==> src/hdl/switch_guard_pkg.sv <==
// Purpose: constants and types for the power switch protection block
// Assumes: 100 MHz ref_clk
// Notes:   times in ns, cycle counts derived
`default_nettype none
package switch_guard_pkg;
    localparam int CLK_PERIOD_NS       = 10;
    // overcurrent trip delay and qualification window
    localparam int OC_TRIP_DELAY_NS    = 50;
    localparam int OC_TRIP_CYC         =
        (OC_TRIP_DELAY_NS + CLK_PERIOD_NS - 1) / CLK_PERIOD_NS;
    localparam int OC_WINDOW_NS        = 30;
    localparam int OC_WINDOW_CYC       =
        (OC_WINDOW_NS + CLK_PERIOD_NS - 1) / CLK_PERIOD_NS;
    // short-circuit latch reset: continuous low time on cmd
    localparam int SC_RESET_NS         = 400000;
    localparam int SC_RESET_CYC        = SC_RESET_NS / CLK_PERIOD_NS;
    // cmd period below this is the higher frequency range
    localparam int FREQ_SPLIT_NS       = 2000;
    localparam int FREQ_SPLIT_CYC      = FREQ_SPLIT_NS / CLK_PERIOD_NS;
    localparam int HIGH_FREQ_RUN       = 5;
    localparam int CNT_W               = 16;
    localparam int RUN_W               = 3;
    localparam logic [CNT_W-1:0] CNT_ZERO = 16'h0000;
    localparam logic [RUN_W-1:0] RUN_ZERO = 3'h0;

    typedef enum logic [1:0] {
        CONV_IDLE    = 2'b00,
        CONV_ENERGISE = 2'b01,
        CONV_DISCHARGE = 2'b10
    } conv_state_e;
endpackage
`default_nettype wire

==> src/hdl/inverter_ctrl_if.sv <==
// Purpose: link between guard core and negative-rail converter control
// Assumes: single clock
// Notes:   peak_high_sel picks the higher peak limit
`default_nettype none
interface inverter_ctrl_if;
    logic peak_high_sel;
    logic peak_reached;
    logic inductor_zero;
    logic rail_low;
    logic switch_on;
    logic peak_high_out;
    modport core (output peak_high_sel, output peak_reached,
                  output inductor_zero, output rail_low,
                  input switch_on, input peak_high_out);
    modport conv (input peak_high_sel, input peak_reached,
                  input inductor_zero, input rail_low,
                  output switch_on, output peak_high_out);
endinterface
`default_nettype wire

==> src/hdl/inverter_ctrl.sv <==
// Purpose: hysteretic peak-current control of the negative-rail converter
// Assumes: comparator inputs synchronous to ref_clk
// Notes:   idle gap set by rail demand, may be zero
`default_nettype none
module inverter_ctrl
    import switch_guard_pkg::*;
(
    input  wire logic       ref_clk,
    input  wire logic       rst_n,
    inverter_ctrl_if.conv   ctl
);
    typedef struct packed {
        conv_state_e st;
        logic        sw;
        logic        peak_hi;
    } conv_s;

    conv_s state_reg;
    conv_s state_next;

    ////////////////////////////////////////////////////////////////////
    always_comb
    begin
        state_next         = state_reg;
        state_next.peak_hi = ctl.peak_high_sel;
        case (state_reg.st)
            CONV_IDLE:
            begin
                // pulse starts as soon as rail needs charge
                if (ctl.rail_low) //RULE11
                begin
                    state_next.st = CONV_ENERGISE;
                    state_next.sw = 1'b1;
                end
            end
            CONV_ENERGISE:
            begin
                if (ctl.peak_reached) //RULE10
                begin
                    state_next.st = CONV_DISCHARGE;
                    state_next.sw = 1'b0;
                end
            end
            CONV_DISCHARGE:
            begin
                if (ctl.inductor_zero) //RULE10
                begin
                    // zero idle gap: next pulse back to back
                    state_next.st = ctl.rail_low ? CONV_ENERGISE
                                                 : CONV_IDLE; //RULE11
                    state_next.sw = ctl.rail_low;
                end
            end
            default:
            begin
                state_next.st = CONV_IDLE;
                state_next.sw = 1'b0;
            end
        endcase
    end

    always_ff @(posedge ref_clk)
    begin
        if (!rst_n)
        begin
            state_reg.st      <= CONV_IDLE;
            state_reg.sw      <= 1'b0;
            state_reg.peak_hi <= 1'b0;
        end
        else
        begin
            state_reg <= state_next;
        end
    end

    assign ctl.switch_on     = state_reg.sw;
    assign ctl.peak_high_out = state_reg.peak_hi;

    ////////////////////////////////////////////////////////////////////
    a_conv_stop_peak: assert property (@(posedge ref_clk) disable iff (!rst_n)
        state_reg.sw && ctl.peak_reached && state_reg.st == CONV_ENERGISE
        |=> !state_reg.sw) //RULE10
        else $error("converter kept energising past peak");
endmodule
`default_nettype wire

==> src/hdl/switch_guard.sv <==
// Purpose: overcurrent and short-circuit supervision of the power switch
// Assumes: comparator and command inputs synchronous to ref_clk
// Notes:   slow_off selects reduced turn-off drive after a short
`default_nettype none
// Operation
// RULE1 - overcurrent: after trip delay, switch off, alert low
// RULE2 - overcurrent clears when command goes low
// RULE3 - delayed overcurrent versus short comparator decides
// RULE4 - short circuit turns off with reduced drive
// RULE5 - short latched until long low or power-off
// RULE6 - classify command frequency into low/high range
// RULE7 - converter starts with low peak limit
// RULE8 - five consecutive high cycles select high limit
// RULE9 - high limit held until power removed
// RULE10 - converter energises to peak, then discharges fully
// RULE11 - idle gap automatic, can be zero
// RULE12 - alert high normally, low when not ready/fault
// RULE13 - overcurrent alert released on next command high
// RULE14 - short alert stays low until latch reset
// RULE15 - low-time counter restarts on command high
module switch_guard
    import switch_guard_pkg::*;
#(
    parameter int SC_RESET_CYCLES = SC_RESET_CYC
)
(
    input  wire logic ref_clk,
    input  wire logic rst_n,
    input  wire logic switch_cmd,
    input  wire logic ready,
    input  wire logic oc_comp,
    input  wire logic sc_comp,
    input  wire logic conv_peak_reached,
    input  wire logic conv_inductor_zero,
    input  wire logic conv_rail_low,
    output var  logic gate_on,
    output var  logic slow_off,
    output var  logic alert_n,
    output var  logic conv_switch_on,
    output var  logic conv_peak_high
);
    typedef struct packed {
        logic [CNT_W-1:0] oc_cnt;
        logic [CNT_W-1:0] win_cnt;
        logic [CNT_W-1:0] low_cnt;
        logic [CNT_W-1:0] per_cnt;
        logic [RUN_W-1:0] hi_run;
        logic             oc_trip;
        logic             oc_alert;
        logic             sc_latch;
        logic             peak_high;
        logic             cmd_d;
        logic             gate;
        logic             slow;
        logic             alert;
    } guard_s;

    guard_s state_reg;
    guard_s state_next;

    inverter_ctrl_if conv_if ();

    logic             cmd_rise;
    logic             oc_delayed;

    assign cmd_rise   = switch_cmd && !state_reg.cmd_d;
    assign oc_delayed = (state_reg.win_cnt >= CNT_W'(OC_WINDOW_CYC));

    ////////////////////////////////////////////////////////////////////
    always_comb
    begin
        state_next       = state_reg;
        state_next.cmd_d = switch_cmd;

        // overcurrent qualification window and trip delay
        if (oc_comp && switch_cmd)
        begin
            if (state_reg.win_cnt != 16'hFFFF)
                state_next.win_cnt = state_reg.win_cnt + 16'h0001;
            if (state_reg.oc_cnt != 16'hFFFF)
                state_next.oc_cnt = state_reg.oc_cnt + 16'h0001;
        end
        else
        begin
            state_next.win_cnt = CNT_ZERO;
            state_next.oc_cnt  = CNT_ZERO;
        end

        // short detected only if it beats the delayed overcurrent
        if (sc_comp && switch_cmd && !oc_delayed && !state_reg.oc_trip)
            state_next.sc_latch = 1'b1; //RULE3
        if (oc_delayed
            && state_reg.oc_cnt + 16'h0001 >= CNT_W'(OC_TRIP_CYC))
        begin
            state_next.oc_trip  = 1'b1; //RULE1
            state_next.oc_alert = 1'b1; //RULE1
        end
        if (!switch_cmd)
            state_next.oc_trip = 1'b0; //RULE2
        if (cmd_rise)
            state_next.oc_alert = 1'b0; //RULE13

        // latch reset by continuous low command
        if (switch_cmd)
            state_next.low_cnt = CNT_ZERO; //RULE15
        else if (state_reg.low_cnt != CNT_W'(SC_RESET_CYCLES))
            state_next.low_cnt = state_reg.low_cnt + 16'h0001; //RULE15
        else
            state_next.sc_latch = 1'b0; //RULE5

        // frequency classification on command rising edges
        if (cmd_rise)
        begin
            state_next.per_cnt = CNT_ZERO;
            if (state_reg.per_cnt < CNT_W'(FREQ_SPLIT_CYC)) //RULE6
            begin
                if (state_reg.hi_run == RUN_W'(HIGH_FREQ_RUN - 1))
                    state_next.peak_high = 1'b1; //RULE8
                else
                    state_next.hi_run = state_reg.hi_run + 3'h1;
            end
            else
                state_next.hi_run = RUN_ZERO; //RULE8
        end
        else if (state_reg.per_cnt != 16'hFFFF)
            state_next.per_cnt = state_reg.per_cnt + 16'h0001;

        state_next.gate  = switch_cmd && ready
                           && !state_next.oc_trip
                           && !state_next.sc_latch; //RULE1
        state_next.slow  = state_next.sc_latch; //RULE4
        state_next.alert = ready && !state_next.oc_alert //RULE12
                           && !state_next.sc_latch; //RULE14
    end

    always_ff @(posedge ref_clk)
    begin
        if (!rst_n)
        begin
            state_reg           <= '0;
            // no rise seen yet: first rise must not count as fast
            state_reg.per_cnt   <= 16'hFFFF; //RULE6
            state_reg.peak_high <= 1'b0; //RULE7
        end
        else
        begin
            state_reg           <= state_next;
            state_reg.peak_high <= state_next.peak_high
                                   | state_reg.peak_high; //RULE9
        end
    end

    ////////////////////////////////////////////////////////////////////
    assign conv_if.peak_high_sel = state_reg.peak_high;
    assign conv_if.peak_reached  = conv_peak_reached;
    assign conv_if.inductor_zero = conv_inductor_zero;
    assign conv_if.rail_low      = conv_rail_low;

    inverter_ctrl u_conv (
        .ref_clk (ref_clk),
        .rst_n   (rst_n),
        .ctl     (conv_if)
    );

    assign gate_on        = state_reg.gate;
    assign slow_off       = state_reg.slow;
    assign alert_n        = state_reg.alert;
    assign conv_switch_on = conv_if.switch_on;
    assign conv_peak_high = conv_if.peak_high_out;

    ////////////////////////////////////////////////////////////////////
    a_oc_gate_off: assert property (@(posedge ref_clk) disable iff (!rst_n)
        state_reg.oc_trip |-> !gate_on) //RULE1
        else $error("gate on while overcurrent tripped");
    a_oc_clears_low: assert property (@(posedge ref_clk) disable iff (!rst_n)
        !switch_cmd |=> !state_reg.oc_trip) //RULE2
        else $error("overcurrent not cleared by low command");
    a_sc_slow_off: assert property (@(posedge ref_clk) disable iff (!rst_n)
        state_reg.sc_latch |-> slow_off && !gate_on) //RULE4
        else $error("short latched without slow turn-off");
    a_sc_holds_off: assert property (@(posedge ref_clk) disable iff (!rst_n)
        state_reg.sc_latch && switch_cmd |=> state_reg.sc_latch) //RULE5
        else $error("short latch dropped while command high");
    a_peak_sticky: assert property (@(posedge ref_clk) disable iff (!rst_n)
        state_reg.peak_high |=> state_reg.peak_high) //RULE9
        else $error("high peak limit dropped");
    a_alert_sc_low: assert property (@(posedge ref_clk) disable iff (!rst_n)
        state_reg.sc_latch |-> !alert_n) //RULE14
        else $error("alert high during short latch");
    a_alert_oc_low: assert property (@(posedge ref_clk) disable iff (!rst_n)
        $rose(state_reg.oc_trip) |-> !alert_n) //RULE13
        else $error("alert high at overcurrent trip");
    a_alert_ready: assert property (@(posedge ref_clk) disable iff (!rst_n)
        !$past(ready) |-> !alert_n) //RULE12
        else $error("alert high while not ready");
    a_low_cnt_rst: assert property (@(posedge ref_clk) disable iff (!rst_n)
        switch_cmd |=> state_reg.low_cnt == CNT_ZERO) //RULE15
        else $error("low-time counter not restarted");
    a_peak_start_low: assert property (@(posedge ref_clk)
        !rst_n |=> !state_reg.peak_high) //RULE7
        else $error("high peak limit after reset");
    a_peak_needs_run: assert property (@(posedge ref_clk) disable iff (!rst_n)
        $rose(state_reg.peak_high) |-> $past(cmd_rise)
        && $past(state_reg.hi_run) == 3'h4) //RULE8
        else $error("high limit without five fast cycles");
endmodule
`default_nettype wire

==> config.mk <==
export PLATFORM = sky130hd
export DESIGN_NAME = switch_guard
export DESIGN_NICKNAME = d
export VERILOG_FILES = /design/src/hdl/switch_guard_pkg.sv /design/src/hdl/inverter_ctrl_if.sv /design/src/hdl/inverter_ctrl.sv /design/src/hdl/switch_guard.sv
export SDC_FILE = /design/constraint.sdc
export NUM_CORES = 1
export LEC_CHECK = 0
export BUFFER_PORTS_ARGS = -buffer_cell sky130_fd_sc_hd__buf_2
export CAP_MARGIN = 20
export CORE_ASPECT_RATIO = 1.25
export CORE_MARGIN = 10
export CORE_UTILIZATION = 30
export CTS_CLUSTER_DIAMETER = 100
export DETAILED_ROUTE_END_ITERATION = 16
export PLACE_DENSITY = 0.51
export SYNTH_ARGS = -nofsm -noshare
export SYNTH_HDL_FRONTEND = slang
export SYNTH_SLANG_ARGS = --single-unit
==> constraint.sdc <==
create_clock -name ref_clk -period 4.8 [get_ports ref_clk]
set_clock_uncertainty 0.15 [all_clocks]
set_input_delay 0.48 -clock ref_clk [delete_from_list [all_inputs] [get_ports ref_clk]]
set_output_delay 0.48 -clock ref_clk [all_outputs]
set_load 0.02 [all_outputs]
==> metrics <==
status=complete, no violations; Tmin final=2.39 ns; GRT Resource Usage Total=0.0940; Hold Path Depth=3; port buffer count=13; most frequent cell after synthesis=dfxtp_1; fin util=0.348; Yosys reg bits=77; slew at the pin closest to its max-slew limit=1.08 ns; Post-synth EDFFs=0; initial cell density of the core=0.309; Synth async-reset ratio=0; Hold/Removal Path Class=in2reg; Sink Count=77; max FFs per register=70; Peak supply drop=0.000191 V; # H-tree levels=3; Worst Hold End=gate_on; P per Cell Area=334 nW/µm²; Detailed Place HPWL=5.54 mm; end of the worst register-to-register path=state_reg[6]; Final setup violation count=0; Die Height=145 µm; fillers=1310; drt first-iter violations=193; leakage power=1.43 nW; CTS Buffer Depth=2; Root Buffer=clkbuf_16; flop2flop setup slack=2.41 ns; via count=3146; top_reg_cell synth=dfxtp_1; DR pass1 iterations=4; Max Freq=418 MHz; clk_lat worst skew=0.35 ns; Area growth syn-to-layout=12.7%; Post-Layout Inst Area=4250 µm²; placer congestion estimate=0.750; WL per Instance=12.3 µm; yosys warns=0; first-pass GRT wire length=13.8 mm; hold bufs inserted after CTS=0; Simple-Gate Fraction of Synth Area=0.282; MaxCap Viol Count=0; Syn Nets=479; post-route ant nets=0; Row Count=45; hold path start=ready; CP Launch Type=flip-flop; main area contributors after synthesis=dfxtp_1 (41%), nor2_1 (6.4%), xnor2_1 (6.3%); crit share post-route=0.499; mapped cell area=3770 µm²; placed instance area=3960 µm²; Yosys top cell by area=dfxtp_1; Post-Syn Area per Cell=8.17 µm²; adder-cell share of the synthesized area=0.0265; die width=120 µm; final wirelength=7.83 mm; required time worst endpoint=4.90 ns; worst-case reg-to-reg path depth=7; CTS Buf Count=9; sequential share of the synthesized area=0.408; IO Pins=14; vias per inst=4.95; top cell type's share of synthesized area=0.408; CP Max Fanout=7; vias in the first global route=3001; Synth Area in Compound Gates=0.124; initial antenna violation count=0; Setup CP Type=reg2reg; Final Hold Viols=0; endpoint type of the worst setup path=flip-flop; Slew Limit Fails=0; Core ar.=12200 µm²; Slew headroom=0.282; Synth Area in XOR/XNOR=0.107; Clock transition at path regs=0.07 ns; Post-Syn Instances=462; DRC violations left=0; RSZ-0062 raised after global routing=false; most common library cells after synthesis=dfxtp_1 (77), nor2_1 (64), nand2_1 (32); Post-CTS Setup Inserts=0; CTS tree=yes; r2r startpoint=state_reg[59]; Final TNS setup=0 ns; gr ovfl total=0; WP data arrival=2.49 ns; post-synthesis mux area share=0.0109; largest net degree at the start of global routing=31; Final Net Count=483; largest family of logic cells by synthesized area=simple AND/OR/NAND/NOR gates; die footprint=17500 µm²; Netlist cell types=49; post-CTS sizing=0; share of layout cells above drive strength 1=0.0743
-- power by group --
group	switching, mW	internal (mW)
Clock	0.298	0.362
Combinational	0.0486	0.0327
Sequential	0.0200	0.657
Total	0.367	1.05
-- routing by layer --
layer / global-route usage / wire length (µm) / up-vias
met4: 0.0453 / 172 / 0
met1: 0.122 / 3870 / 1469
met3: 0.0229 / 268 / 11
met5: 0 / 0 / -
li1: - / - / 1631
met2: 0.141 / 3520 / 35
-- worst max path at each step --
stage             startpoint       endpoint  slack, ns  cells after the start
6_report       state_reg[59]   state_reg[6]       2.41                      7
5_1_grt        state_reg[59]  state_reg[59]       2.10                      6
4_1_cts        state_reg[59]   state_reg[6]       2.39                      7
3_5_place_dp           rst_n  state_reg[74]       2.34                      4
3_3_place_gp      switch_cmd   state_reg[8]       2.45                      6
2_1_floorplan  state_reg[59]   state_reg[6]       2.64                      7
-- cells in the final DEF, fill, tap and decap left out, types with 13 or more instances in the layout --
cell type,Yosys,final
dfxtp_1,77,77
nor3_1,22,22
nor2_1,64,64
o21ai_0,26,26
a21oi_1,23,23
nand3_1,28,28
inv_1,18,18
buf_2,3,13
xor2_1,19,19
nor4_1,13,13
nand4_1,16,16
nand2_1,32,32
xnor2_1,27,27
-- layout make-up --
cell class	instances	area, µm²	share of cell area
inverter	18	67.6	0.0159
clock inverter	7	67.6	0.0159
timing repair buffer	13	65.1	0.0153
multi-input combinational	347	2080	0.489
antenna	1	2.50	0.000588
clock buffer	9	225	0.0529
tap	164	205	0.0482
sequential	77	1540	0.362
-- cell families after synthesis --
kind of cell / after synthesis
xor+xnor: 46
mux: 4
flops: 77
buf+inv: 38
fa+ha+maj: 8
simple gates: 212
compound gates: 77
-- critical path: stages (launching register included) --
cell     delay [ns]
dfxtp_1        0.44
ha_1           0.31
nand3_1        0.21
or2_2          0.35
nor3_1         0.26
a31o_1         0.24
a31oi_4        0.11
o211a_1        0.22
-- through the flow --
stage,power [mW],worst slack [ns],hold WS [ns],cells
floorplan,0.750,2.64,0.272,462
global placement,0.771,2.45,0.292,619
detailed placement,0.773,2.34,0.298,619
CTS,1.44,2.39,0.261,635
global route,1.48,2.10,0.273,635
finish,1.42,2.41,0.264,636
No activity file was read; power rests on OpenSTA's default activity.
